`src/wdt_pkg.sv`:
```
// watchdog and reset control: shared constants
// assumes a 50 MHz system clock and a slow rc clock enable input
package wdt_pkg;
   // register byte addresses on the lite bus
   localparam logic [3:0] ctrl_addr      = 4'h0; // watchdog_control
   localparam logic [3:0] flags_addr     = 4'h4; // sleep_mode_reset_flags
   localparam logic [3:0] status_addr    = 4'h8; // expiry / sleep flags
   localparam logic [3:0] cmd_addr       = 4'hc; // clear / halt / sleep
   // control register layout
   localparam logic [7:0] ctrl_reset     = 8'h53;
   localparam logic [4:0] key_disable    = 5'h15; // 10101
   localparam logic [4:0] key_enable     = 5'h0a; // 01010
   localparam int         key_lsb        = 3;
   localparam int         key_flag_bit   = 0;
   localparam int         idle_keep_bit  = 7;
   localparam logic [7:0] flags_wmask    = 8'h8f; // bits 6..4 read zero
   // counter
   localparam int         cnt_w          = 16;
   localparam int         period_base    = 8;
   localparam logic [1:0] debounce_ticks = 2'h2;
   // start-up delays, microseconds, and system clock rate
   localparam int         clk_mhz        = 50;
   localparam int         por_delay_us   = 50000;
   localparam int         pin_delay_us   = 16700;
   localparam int         por_cycles     = por_delay_us * clk_mhz;
   localparam int         pin_cycles     = pin_delay_us * clk_mhz;
   localparam int         dly_w          = 22;
endpackage

```
`src/wdt_startup_timer.sv`:
```
// start-up hold-off counter: run stays low for the loaded count
// assumes load is a one-cycle request with the count alongside
`timescale 1ns/1ns
module wdt_startup_timer
   import wdt_pkg::*;
(
   input  wire logic             aclk,
   input  wire logic             aresetn,
   input  wire logic             load,
   input  wire logic [dly_w-1:0] count,
   output logic                  run
);
   logic [dly_w-1:0] left_r; // cycles still to wait

   // count down, loading restarts the wait
   always_ff @(posedge aclk) begin
      if (!aresetn) begin
         left_r <= '0;
      end else if (load) begin
         left_r <= count;
      end else if (left_r != '0) begin
         left_r <= left_r - 1'b1;
      end
   end

   assign run = (left_r == '0) && !load;
endmodule

```
`src/watchdog_and_reset_control.sv`:
```
// watchdog timer with keyed enable, reset flags and start-up hold-off
// assumes low_speed_rc_osc_tick is a one-cycle enable per slow rc clock period,
// por_n is the power-on level and external_clear_pin_n synchronous
//
// Contract
// - counter advances only on slow rc ticks
// - period code selects two to eight-plus-code
// - key 10101 disables, 01010 enables, else reset
// - bad key resets after debounce, sets flag
// - key flag set by hardware, software clears only
// - running overflow gives full reset, expiry flag
// - sleeping overflow resets only pc and sp
// - key reset, pin, clear, halt clear count
// - clear and halt instructions clear counter by software
// - power-on presets ports high, pc zero
// - pin low resets device, pc to zero
// - pin reset keeps some registers unchanged
// - pin release holds off about 16.7 ms
// - power-on holds off about 50 ms
// - flag bits six to four read zero
// - halt with watchdog on keeps counting
// - halt with watchdog off stops counter
// - sleeping overflow sets expiry and sleep flags
`timescale 1ns/1ns
module watchdog_and_reset_control
   import wdt_pkg::*;
#(
   parameter int por_delay  = por_cycles, // shorten for simulation
   parameter int pin_delay  = pin_cycles
)(
   input  wire logic        aclk,
   input  wire logic        aresetn,
   input  wire logic        por_n,
   input  wire logic        low_speed_rc_osc_tick,
   input  wire logic        external_clear_pin_n,
   input  wire logic [31:0] s_axi_awaddr,
   input  wire logic        s_axi_awvalid,
   output logic             s_axi_awready,
   input  wire logic [31:0] s_axi_wdata,
   input  wire logic [3:0]  s_axi_wstrb,
   input  wire logic        s_axi_wvalid,
   output logic             s_axi_wready,
   output logic [1:0]       s_axi_bresp,
   output logic             s_axi_bvalid,
   input  wire logic        s_axi_bready,
   input  wire logic [31:0] s_axi_araddr,
   input  wire logic        s_axi_arvalid,
   output logic             s_axi_arready,
   output logic [31:0]      s_axi_rdata,
   output logic [1:0]       s_axi_rresp,
   output logic             s_axi_rvalid,
   input  wire logic        s_axi_rready,
   output logic             full_reset,
   output logic             pc_sp_reset,
   output logic             port_preset,
   output logic             cpu_run
);
   logic [7:0]       ctrl_r;      // watchdog_control
   logic [7:0]       flags_r;     // sleep_mode_reset_flags
   logic             expiry_r;    // expiry_flag
   logic             sleep_r;     // sleep_entered_flag
   logic [cnt_w-1:0] cnt_r;       // watchdog count
   logic [1:0]       deb_r;       // key debounce ticks
   logic             full_r;      // full device reset pulse
   logic             pcsp_r;      // pc and sp only reset pulse
   logic             port_r;      // power-on port preset pulse
   logic             pin_q_r;     // previous pin level
   logic             por_q_r;     // previous power level
   logic             aw_r, w_r;   // captured write halves
   logic [3:0]       awa_r;       // captured write address
   logic [31:0]      wd_r;        // captured write data
   logic [3:0]       ws_r;        // captured strobes
   logic             bv_r, rv_r;  // answers pending
   logic [1:0]       bresp_r, rresp_r;
   logic [31:0]      rd_r;
   logic             wr_go;       // write performed this cycle
   logic             ok_addr;     // write address mapped
   logic             key_bad, wdt_on, wdt_off, ovf, clr_insn, halt_insn;
   logic             pin_low, pin_rise, por_rise, st_load;
   logic [dly_w-1:0] st_count;

   // mapped address check, used by read and write paths
   function automatic logic mapped(input logic [3:0] a);
      return a == ctrl_addr || a == flags_addr ||
             a == status_addr || a == cmd_addr;
   endfunction

   // overflow threshold reached for a period code
   function automatic logic at_limit(input logic [cnt_w-1:0] c,
                                     input logic [2:0] code);
      return c[period_base + code] == 1'b1;
   endfunction

   assign key_bad = ctrl_r[7:key_lsb] != key_enable &&
                    ctrl_r[7:key_lsb] != key_disable;
   assign wdt_on  = ctrl_r[7:key_lsb] == key_enable;
   assign wdt_off = ctrl_r[7:key_lsb] == key_disable;
   assign pin_low = !external_clear_pin_n;
   assign ovf     = wdt_on && low_speed_rc_osc_tick &&
                    at_limit(cnt_r + 1'b1, ctrl_r[2:0]);

   // write channel: address and data accepted in either order
   assign s_axi_awready = !aw_r && !bv_r;
   assign s_axi_wready  = !w_r && !bv_r;
   assign wr_go   = aw_r && w_r && !bv_r;
   assign ok_addr = mapped(awa_r);
   // command word: bit0 clear instruction, bit1 halt, only when mapped
   assign clr_insn  = wr_go && awa_r == cmd_addr && ws_r[0] &&
                      wd_r[0];
   assign halt_insn = wr_go && awa_r == cmd_addr && ws_r[0] && wd_r[1];

   // write address/data capture and response
   always_ff @(posedge aclk) begin
      if (!aresetn) begin
         aw_r    <= 1'b0;
         w_r     <= 1'b0;
         awa_r   <= 4'h0;
         wd_r    <= 32'h0;
         ws_r    <= 4'h0;
         bv_r    <= 1'b0;
         bresp_r <= 2'h0;
      end else begin
         if (s_axi_awvalid && s_axi_awready) begin
            aw_r  <= 1'b1;
            awa_r <= s_axi_awaddr[3:0];
         end
         if (s_axi_wvalid && s_axi_wready) begin
            w_r  <= 1'b1;
            wd_r <= s_axi_wdata;
            ws_r <= s_axi_wstrb;
         end
         if (wr_go) begin
            aw_r    <= 1'b0;
            w_r     <= 1'b0;
            bv_r    <= 1'b1;
            bresp_r <= ok_addr ? 2'h0 : 2'h3; // unmapped: decode error
         end else if (bv_r && s_axi_bready) begin
            bv_r <= 1'b0;
         end
      end
   end
   assign s_axi_bvalid = bv_r;
   assign s_axi_bresp  = bresp_r;

   // read channel, one cycle answer from a register
   assign s_axi_arready = !rv_r;
   always_ff @(posedge aclk) begin
      if (!aresetn) begin
         rv_r    <= 1'b0;
         rd_r    <= 32'h0;
         rresp_r <= 2'h0;
      end else if (s_axi_arvalid && s_axi_arready) begin
         rv_r    <= 1'b1;
         rresp_r <= mapped(s_axi_araddr[3:0]) ? 2'h0 : 2'h3;
         unique case (s_axi_araddr[3:0])
            ctrl_addr:   rd_r <= {24'h0, ctrl_r};
            flags_addr:  rd_r <= {24'h0, flags_r & flags_wmask};
            status_addr: rd_r <= {30'h0, sleep_r, expiry_r};
            default:     rd_r <= 32'h0; // command and unmapped read 0
         endcase
      end else if (rv_r && s_axi_rready) begin
         rv_r <= 1'b0;
      end
   end
   assign s_axi_rvalid = rv_r;
   assign s_axi_rdata  = rd_r;
   assign s_axi_rresp  = rresp_r;

   // control register; full resets and power-on both restore it
   always_ff @(posedge aclk) begin
      if (!aresetn || port_r || full_r) begin
         ctrl_r <= ctrl_reset;
      end else if (wr_go && awa_r == ctrl_addr && ws_r[0]) begin
         ctrl_r <= wd_r[7:0];
      end
   end

   // key debounce: bad key must persist three slow ticks
   always_ff @(posedge aclk) begin
      if (!aresetn || !key_bad) begin
         deb_r <= 2'h0;
      end else if (low_speed_rc_osc_tick && deb_r != debounce_ticks) begin
         deb_r <= deb_r + 1'b1;
      end
   end

   // watchdog count
   always_ff @(posedge aclk) begin
      if (!aresetn || wdt_off) begin
         cnt_r <= '0;
      end else if (key_bad || pin_low || clr_insn || halt_insn) begin
         cnt_r <= '0;
      end else if (ovf) begin
         cnt_r <= '0;
      end else if (wdt_on && low_speed_rc_osc_tick) begin
         cnt_r <= cnt_r + 1'b1;
      end
   end
   // halt with key enabled keeps counting from the next tick
   // halt with key disabled leaves the count held at zero

   // reset flags: set wins over a software clear
   always_ff @(posedge aclk) begin
      if (!aresetn || port_r) begin
         flags_r <= 8'h00;
      end else begin
         if (wr_go && awa_r == flags_addr && ws_r[0]) begin
            flags_r[idle_keep_bit] <= wd_r[idle_keep_bit];
            flags_r[3:0] <= flags_r[3:0] & wd_r[3:0];
         end
         if (key_bad && low_speed_rc_osc_tick && deb_r == debounce_ticks) begin
            flags_r[key_flag_bit] <= 1'b1;
         end
      end
   end

   // expiry and sleep flags; pin reset leaves them alone
   always_ff @(posedge aclk) begin
      if (!aresetn || port_r) begin
         expiry_r <= 1'b0;
         sleep_r  <= 1'b0;
      end else if (ovf) begin
         expiry_r <= 1'b1;
      end else if (halt_insn) begin
         sleep_r  <= 1'b1;
         expiry_r <= 1'b0;
      end else if (clr_insn) begin
         sleep_r  <= 1'b0;
      end
   end
   // sleeping overflow keeps sleep_r at one

   // reset pulses
   always_ff @(posedge aclk) begin
      if (!aresetn) begin
         full_r  <= 1'b0;
         pcsp_r  <= 1'b0;
         port_r  <= 1'b0;
         pin_q_r <= 1'b1;
         por_q_r <= 1'b0;
      end else begin
         pin_q_r <= external_clear_pin_n;
         por_q_r <= por_n;
         port_r  <= por_n && !por_q_r;
         full_r  <= (ovf && !sleep_r) || pin_low ||
                    (key_bad && low_speed_rc_osc_tick &&
                     deb_r == debounce_ticks);
         pcsp_r  <= ovf && sleep_r;
      end
   end
   assign full_reset  = full_r || !por_n;
   assign pc_sp_reset = pcsp_r;
   assign port_preset = port_r;

   // start-up hold-off after power or pin release
   assign pin_rise = external_clear_pin_n && !pin_q_r;
   assign por_rise = por_n && !por_q_r;
   assign st_load  = por_rise || pin_rise || full_r;
   assign st_count = por_rise ? dly_w'(por_delay)
                              : dly_w'(pin_delay);
   logic st_run;
   wdt_startup_timer u_st (
      .aclk    (aclk),
      .aresetn (aresetn),
      .load    (st_load),
      .count   (st_count),
      .run     (st_run)
   );
   assign cpu_run = st_run && por_n && external_clear_pin_n;

   // overflow of an enabled counter raises expiry the next cycle
   chk_ovf_sets_expiry: assert property (@(posedge aclk)
      disable iff (!aresetn) ovf |=> expiry_r)
      else $error("overflow did not set expiry flag");
   chk_disable_holds_zero: assert property (@(posedge aclk)
      disable iff (!aresetn) wdt_off |=> cnt_r == '0)
      else $error("disabled watchdog counted");
   chk_flag_not_sw_set: assert property (@(posedge aclk)
      disable iff (!aresetn)
      $rose(flags_r[key_flag_bit]) |-> $past(key_bad))
      else $error("key flag set without bad key");
   chk_sleep_ovf_pcsp: assert property (@(posedge aclk)
      disable iff (!aresetn) (ovf && sleep_r) |=> pcsp_r && !full_r)
      else $error("sleeping overflow gave wrong reset");
   chk_run_ovf_full: assert property (@(posedge aclk)
      disable iff (!aresetn) (ovf && !sleep_r) |=> full_r)
      else $error("running overflow gave no full reset");
   chk_clear_insn: assert property (@(posedge aclk)
      disable iff (!aresetn) clr_insn |=> cnt_r == '0)
      else $error("clear instruction left count");
   chk_pin_holds: assert property (@(posedge aclk)
      disable iff (!aresetn) pin_low |=> full_r && !cpu_run)
      else $error("pin low did not reset");
   chk_unused_bits: assert property (@(posedge aclk)
      disable iff (!aresetn)
      (rv_r && $past(s_axi_araddr[3:0]) == flags_addr &&
       $rose(rv_r)) |-> rd_r[6:4] == 3'h0)
      else $error("unimplemented flag bits read nonzero");
endmodule

```
`config.mk`:
```
export PLATFORM = sky130hd
export DESIGN_NAME = watchdog_and_reset_control
export DESIGN_NICKNAME = d
export VERILOG_FILES = /design/src/wdt_pkg.sv /design/src/wdt_startup_timer.sv /design/src/watchdog_and_reset_control.sv
export SDC_FILE = /design/constraint.sdc
export NUM_CORES = 1
export LEC_CHECK = 0
export BUFFER_PORTS_ARGS = -buffer_cell sky130_fd_sc_hd__clkbuf_2
export CORE_MARGIN = 4
export CORE_UTILIZATION = 45
export DETAILED_ROUTE_END_ITERATION = 12
export PLACE_DENSITY = 0.74
export SYNTH_ARGS = -nofsm -noshare
export SYNTH_HDL_FRONTEND = slang
export SYNTH_SLANG_ARGS = --single-unit
```
`constraint.sdc`:
```
create_clock -name aclk -period 2.9 [get_ports aclk]
set_clock_uncertainty 0.1 [all_clocks]
set_input_delay 0.145 -clock aclk [delete_from_list [all_inputs] [get_ports aclk]]
set_output_delay 0.145 -clock aclk [all_outputs]
set_load 0.03 [all_outputs]
```
Yosys cells after proc, flatten, opt, wreduce, memory -nomap -nowiden
Cells that the tools add are included.

operators by class
  bitwise gates (word level) = 3
  add/sub/neg operators = 4
  magnitude comparators = 1
  mux-type cells = 18
  equality and inequality tests = 12
  reductions and logical operators = 73

operators with widths
  cell                                                  count
  two-way mux 22 bit                                    3
  logical AND 1 bit                                     30
  one-hot mux 8 bit (3 select lines)                    1
  logical NOT 22 bit                                    1
  nonzero test 22 bit                                   1
  subtractor 22 x 1 -> 22 bit (second input constant)   1
  logical OR 1 bit                                      18
  adder 16 x 1 -> 16 bit (second input constant)        1
  equality test 4 bit (second input constant)           4
  logical NOT 1 bit                                     12
  nonzero test 2 bit                                    6
  two-way mux 1 bit                                     11
  equality test 4 x 3 -> 1 bit (second input constant)  2
  logical NOT 4 bit                                     2
  adder 4 x 3 -> 5 bit (first input constant)           1
  equality test 5 x 4 -> 1 bit (second input constant)  1
  equality test 5 bit (second input constant)           1
  < comparator 5 bit (second input constant)            1
  != test 5 x 4 -> 1 bit (second input constant)        1
  != test 5 bit (second input constant)                 1
  bitwise AND 4 bit                                     1
  binary-select mux 1 bit (select 4 bit)                1
  two-way mux 2 bit                                     2
  OR reduction 3 bit                                    1
  other kinds (6)                                       7

storage, ports and cells
  word-level logic and storage cells = 134
  flip-flop bits (word level) = 113
  input bits = 110
  output and inout bits = 45

Longest topological paths before layout
  word-level depth = 8
  gate-level depth with buffers = 10
  depth with buffers taken out = 9

Hierarchy
A second synthesis with hierarchy kept.

second synthesis, totals
  cell total of the unflattened synthesis = 514
  area, all modules = 4,494.3 µm²

by module, submodules not included
  module                      sequential area each (µm²)  instances  cells an instance  area each (µm²)
  watchdog_and_reset_control  1,301.2                     1          360                3,215.6
  wdt_startup_timer           440.4                       1          154                1,278.7

Least setup slack after synthesis
Ideal clock, no wire load.

  path kind = flip-flop to output port
  start point = register u_st.left_r[15]
  end point = output port cpu_run
  cell stages (with the launch flop) = 6
  data required time = 2.655 ns
  arrival = 2.353 ns
  path buffers = 1
  path slack = 0.302 ns
  cells stage by stage = dfxtp_1 > or4_4 > or4_4 > or3b_4 > buf_6 > nor2_1

on the way
  word-level cells in the longest chain between the ends = 4

ends and longest elaborated chain
  item                             line                               RTL
  from (decl)                      wdt_startup_timer.sv:13            logic [dly_w-1:0] left_r;
  from (signal assigned)           wdt_startup_timer.sv:20            left_r <= count;
  from (signal assigned)           wdt_startup_timer.sv:22            left_r <= left_r - 1'b1;
  logical NOT 22 bit               wdt_startup_timer.sv:26            assign run = (left_r == '0) && !load;
  logical AND 1 bit                wdt_startup_timer.sv:26
  logical AND 1 bit (2 in series)  watchdog_and_reset_control.sv:269  assign cpu_run = st_run && por_n && external_clear_pin_n;
  to (decl)                        watchdog_and_reset_control.sv:56   output logic cpu_run

No other way between the ends.

Worst setup path in the final report
Ends and elaborated chain as after synthesis.

==> flow_summary.html <==
<table>
<tr><th>Metric</th><th>Value</th></tr>
<tr><th colspan="2">Logic synthesis</th></tr>
<tr><td>Yosys top cell by area</td><td>sky130_fd_sc_hd__dfxtp_1</td></tr>
<tr><td>Synthesis-stage register bit count</td><td>87</td></tr>
<tr><td>Most frequent cell after synthesis</td><td>sky130_fd_sc_hd__dfxtp_1</td></tr>
<tr><td>Library cells used by synthesis</td><td>53</td></tr>
<tr><td>Post-synth design cell area</td><td>0.00411 mm^2</td></tr>
<tr><td>Area share of the leading cell type in the synthesized netlist</td><td>0.424</td></tr>
<tr><td>Top area cells in the synthesized netlist</td><td>sky130_fd_sc_hd__dfxtp_1 42%, sky130_fd_sc_hd__nor2_1 6.6%, sky130_fd_sc_hd__xnor2_1 5.5%</td></tr>
<tr><td>Flip-flop cell with the highest count after synthesis</td><td>sky130_fd_sc_hd__dfxtp_1</td></tr>
<tr><td>Post-synthesis async set-or-reset flop share</td><td>0</td></tr>
<tr><td>YS warnings</td><td>0</td></tr>
<tr><td>Post-synthesis cell count</td><td>485</td></tr>
<tr><td>Mean area per synthesized cell</td><td>8.47 um^2</td></tr>
<tr><td>Sequential area share after synthesis</td><td>0.424</td></tr>
<tr><td>Synth top cells by count</td><td>87 x sky130_fd_sc_hd__dfxtp_1, 72 x sky130_fd_sc_hd__nor2_1, 57 x sky130_fd_sc_hd__nand2_1</td></tr>
<tr><td>Number of synthesized flops with an enable pin</td><td>0</td></tr>
<tr><th colspan="2">Power</th></tr>
<tr><td>Switching portion of total power</td><td>0.296</td></tr>
<tr><td>Power density cells</td><td>518 mW/mm^2</td></tr>
<tr><td>Internal Pwr Total</td><td>1.73 mW</td></tr>
<tr><td>Static power due to leakage</td><td>1.88 nW</td></tr>
<tr><td>Combinational fraction of design power</td><td>0.150</td></tr>
<tr><td>Max IR drop VDD</td><td>360 uV</td></tr>
<tr><td>Sum of internal, switching and leakage power</td><td>2.46 mW</td></tr>
<tr><td>Sw power</td><td>0.727 mW</td></tr>
<tr><td>Power share of the sequential group</td><td>0.526</td></tr>
<tr><td>Clk pwr share</td><td>0.324</td></tr>
<tr><th colspan="2">Critical path</th></tr>
<tr><td>Critical-path cell with the highest stage delay</td><td>sky130_fd_sc_hd__or4_4</td></tr>
<tr><td>Ordered list of cells on the worst path</td><td>or4_4, or4_4, or3b_4, nor2_1, clkbuf_4</td></tr>
<tr><td>Maximum fanout along the worst path</td><td>6</td></tr>
<tr><td>WS Path Type</td><td>reg2out</td></tr>
<tr><td>Endpoint required time on the critical path</td><td>2.65 ns</td></tr>
<tr><td>Crit path top cell by count</td><td>sky130_fd_sc_hd__or4_4</td></tr>
<tr><td>Delay of the slowest cell on the worst path</td><td>0.57 ns</td></tr>
<tr><td>Critical Path AT</td><td>2.57 ns</td></tr>
<tr><td>Worst reg2reg startpoint</td><td>u_st.left_r[15]</td></tr>
<tr><td>Startpoint kind of the worst setup timing path</td><td>flop</td></tr>
<tr><td>R2r worst-path depth</td><td>8</td></tr>
<tr><td>Reg2Reg Setup Slack</td><td>0.12 ns</td></tr>
<tr><td>R2R Path End</td><td>u_st.left_r[5]</td></tr>
<tr><td>Crit. End Element</td><td>output pin</td></tr>
<tr><td>Largest delay contributor family on the critical path</td><td>simple AND/OR/NAND/NOR gates</td></tr>
<tr><td>Number of buffer and inverter instances along the worst setup path</td><td>1</td></tr>
<tr><td>Crit. Startpoint</td><td>u_st.left_r[15]</td></tr>
<tr><th colspan="2">STA</th></tr>
<tr><td>Slew Limit Fails</td><td>0</td></tr>
<tr><td>Final worst path period need</td><td>2.81 ns</td></tr>
<tr><td>Endpoints failing hold</td><td>0</td></tr>
<tr><td>PnR worst setup slack</td><td>0.0876 ns</td></tr>
<tr><td>Worst Hold Slack</td><td>0.0133 ns</td></tr>
<tr><td>Period utilisation layout</td><td>0.970</td></tr>
<tr><td>Total of endpoints with negative setup slack in the final report</td><td>0</td></tr>
<tr><td>Achievable clock frequency</td><td>356 MHz</td></tr>
<tr><td>Setup repair after global routing missed its margin</td><td>no</td></tr>
<tr><td>Accumulated negative setup slack</td><td>0 ns</td></tr>
<tr><td>Worst slew pin tran</td><td>0.604 ns</td></tr>
<tr><td>Slew HR</td><td>0.596</td></tr>
<tr><th colspan="2">Layout</th></tr>
<tr><td>Number of fill cells</td><td>803</td></tr>
<tr><td>Layout overhead on the synthesized area</td><td>15.5%</td></tr>
<tr><td># diodes</td><td>0</td></tr>
<tr><td>Multi-input gate area</td><td>0.00214 mm^2</td></tr>
<tr><td>Post-layout utilization of the core</td><td>0.539</td></tr>
<tr><td>Storage cell area</td><td>0.00174 mm^2</td></tr>
<tr><td>Count of nets after finishing</td><td>666</td></tr>
<tr><td>Layout cell share with drive strength beyond 1</td><td>0.153</td></tr>
<tr><td>Total non-filler cell area in the finished layout</td><td>0.00475 mm^2</td></tr>
<tr><td>Final std cells w/o fill</td><td>665</td></tr>
<tr><th colspan="2">Placed design</th></tr>
<tr><td>Post-Place Cells</td><td>626</td></tr>
<tr><td>Post-DP HPWL</td><td>6.11 mm</td></tr>
<tr><td>Setup slack at placement</td><td>0.205 ns</td></tr>
<tr><td>Placed cell areas</td><td>0.00432 mm^2</td></tr>
<tr><td>RD Place Congestion</td><td>0.877</td></tr>
<tr><td>Count of buffers from port buffering</td><td>47</td></tr>
<tr><th colspan="2">CTS</th></tr>
<tr><td>Clock root buffer</td><td>sky130_fd_sc_hd__clkbuf_8</td></tr>
<tr><td>Source-to-sink clock delay at the later pin of the worst-skew pair</td><td>0.36 ns</td></tr>
<tr><td>CTS Buffer Depth</td><td>2</td></tr>
<tr><td>Number of clock sinks</td><td>87</td></tr>
<tr><td>CTS tree</td><td>done</td></tr>
<tr><td>Cts bufs inserted</td><td>9</td></tr>
<tr><td>H-Tree Depth</td><td>3</td></tr>
<tr><td>Clock-pin slew on the worst setup and hold paths</td><td>0.10 ns</td></tr>
<tr><th colspan="2">Worst hold path</th></tr>
<tr><td>Startpoint of the worst hold path</td><td>low_speed_rc_osc_tick</td></tr>
<tr><td>Terminating pin of the worst hold path</td><td>flags_r[0]</td></tr>
<tr><td>Number of cells on the worst hold path</td><td>3</td></tr>
<tr><td>Min-Delay Path Class</td><td>in2reg</td></tr>
<tr><th colspan="2">Global route</th></tr>
<tr><td>Vias in the first global route</td><td>3318</td></tr>
<tr><td>Initial antenna violation count</td><td>0</td></tr>
<tr><td>Largest net degree at the start of global routing</td><td>34</td></tr>
<tr><td>Total GRT Usage</td><td>0.167</td></tr>
<tr><td>Global route total overflow</td><td>0</td></tr>
<tr><td>Wire length of the first global-routing pass</td><td>15.1 mm</td></tr>
<tr><th colspan="2">Route</th></tr>
<tr><td>Routed wire length</td><td>8.86 mm</td></tr>
<tr><td>Iteration-0 DRC Markers</td><td>125</td></tr>
<tr><td>Residual antenna-violating net count after detailed routing</td><td>0</td></tr>
<tr><td>Detail-routed net length per standard cell</td><td>13.3 um</td></tr>
<tr><td>Total number of vias</td><td>3438</td></tr>
<tr><td>Post-detailed-route DRC marker count</td><td>0</td></tr>
<tr><td>Vias per Instance</td><td>5.17</td></tr>
<tr><td>Pre-antenna DRT Iters</td><td>5</td></tr>
<tr><th colspan="2">Floorplanning</th></tr>
<tr><td>Chip height</td><td>104 um</td></tr>
<tr><td>Horiz. Die Dim</td><td>104 um</td></tr>
<tr><td>Area of the die</td><td>0.0107 mm^2</td></tr>
<tr><td>Cell Rows</td><td>34</td></tr>
<tr><td>Core area</td><td>0.00881 mm^2</td></tr>
<tr><td>Initial cell density of the core</td><td>0.466</td></tr>
<tr><td>Num ports</td><td>155</td></tr>
<tr><th colspan="2">Run</th></tr>
<tr><td>Max-cap violation count</td><td>0</td></tr>
<tr><th colspan="2">Run status</th></tr>
<tr><td>Result of the run</td><td>finished, final reports clean</td></tr>
</table>
## layout make-up
| type | instances | area share |
|---|---|---|
| clock buffers | 10 | 0.0290 |
| well taps | 108 | 0.0285 |
| repair buffers | 74 | 0.103 |
| inverters | 12 | 0.00949 |
| clock inverters | 6 | 0.0108 |
| multi-input cells | 368 | 0.452 |
| flip-flops and latches | 87 | 0.367 |
## power groups by stage
stage                     clock (mW)  combinational [mW]  sequential (mW)
after floorplan                    0               0.288             1.32
after global placement             0               0.332             1.32
after detailed placement           0               0.339             1.32
after CTS                      0.819               0.363             1.29
after global routing           0.864               0.406             1.30
final                          0.797               0.367             1.29
## repair_timing
action                                 CTS  global route
resized for setup                        0             4
pin swaps                                1             0
endpoints found under the hold margin   19             0
setup endpoints to repair                1             7
buffers inserted                         3             0
hold buffers                            20             0
## how the worst max path moves through the flow
stage                     end  slack (ns)  depth (start not counted)
3_5_place_dp   u_st.left_r[7]        0.20                          7
5_1_grt               cpu_run       0.004                          5
3_3_place_gp   u_st.left_r[5]        0.23                          7
6_report              cpu_run        0.09                          5
2_1_floorplan         cpu_run        0.30                          5
4_1_cts               cpu_run        0.04                          5
## registers in the layout, indices dropped and copies added, names as in the netlist, 2 cells and up
signal       count
u_st.left_r     22
cnt_r           16
ctrl_r           8
s_axi_rdata      8
wd_r             8
flags_r          5
awa_r            4
deb_r            2
## per-layer routing
metal	GRT usage	vias to the layer above	routed length [um]
met5	0	-	0
met4	0.0484	0	155
met3	0.0448	15	434
met2	0.289	89	4320
met1	0.203	1602	3960
li1	-	1732	-
## cells by family (layout without fill, tap and decap cells)
kind of cell,after synthesis,in the layout,share of synthesized area
and+or+nand+nor,217,217,0.261
xor gates and xnor gates,38,38,0.0810
other,1,24,0.000913
DFF,87,87,0.424
muxes,18,18,0.0439
adders and majority gates,4,4,0.0122
AOI/OAI and AO/OA,67,67,0.100
buffers and inverters,53,102,0.0768
## cell usage in the layout (no fill, tap or decap), types with 8 or more instances in the layout
cell / synthesis / routed
sky130_fd_sc_hd__clkbuf_8: 0 / 10
sky130_fd_sc_hd__inv_1: 11 / 11
sky130_fd_sc_hd__dfxtp_1: 87 / 86
sky130_fd_sc_hd__nor2_1: 72 / 72
sky130_fd_sc_hd__nand2b_1: 9 / 9
sky130_fd_sc_hd__dlygate4sd3_1: 0 / 20
sky130_fd_sc_hd__clkbuf_2: 0 / 46
sky130_fd_sc_hd__xnor2_1: 26 / 26
sky130_fd_sc_hd__nand2_1: 57 / 57
sky130_fd_sc_hd__conb_1: 1 / 24
sky130_fd_sc_hd__nand3_1: 14 / 14
sky130_fd_sc_hd__xor2_1: 12 / 12
sky130_fd_sc_hd__nor3_1: 15 / 15
sky130_fd_sc_hd__mux2i_1: 18 / 18
sky130_fd_sc_hd__o21ai_0: 8 / 8
sky130_fd_sc_hd__a21oi_1: 32 / 32
## worst register-to-register path, stage by stage (launching register included)
cell and delay [ns]:
sky130_fd_sc_hd__dfxtp_2 0.36, sky130_fd_sc_hd__or4_4 0.57, sky130_fd_sc_hd__or4_4 0.52, sky130_fd_sc_hd__or3b_4 0.45, sky130_fd_sc_hd__buf_4 0.17, sky130_fd_sc_hd__nand2_1 0.15
sky130_fd_sc_hd__nor4_1 0.08, sky130_fd_sc_hd__xnor2_1 0.13, sky130_fd_sc_hd__a21boi_0 0.09
No activity file was read; power rests on OpenSTA's default activity.
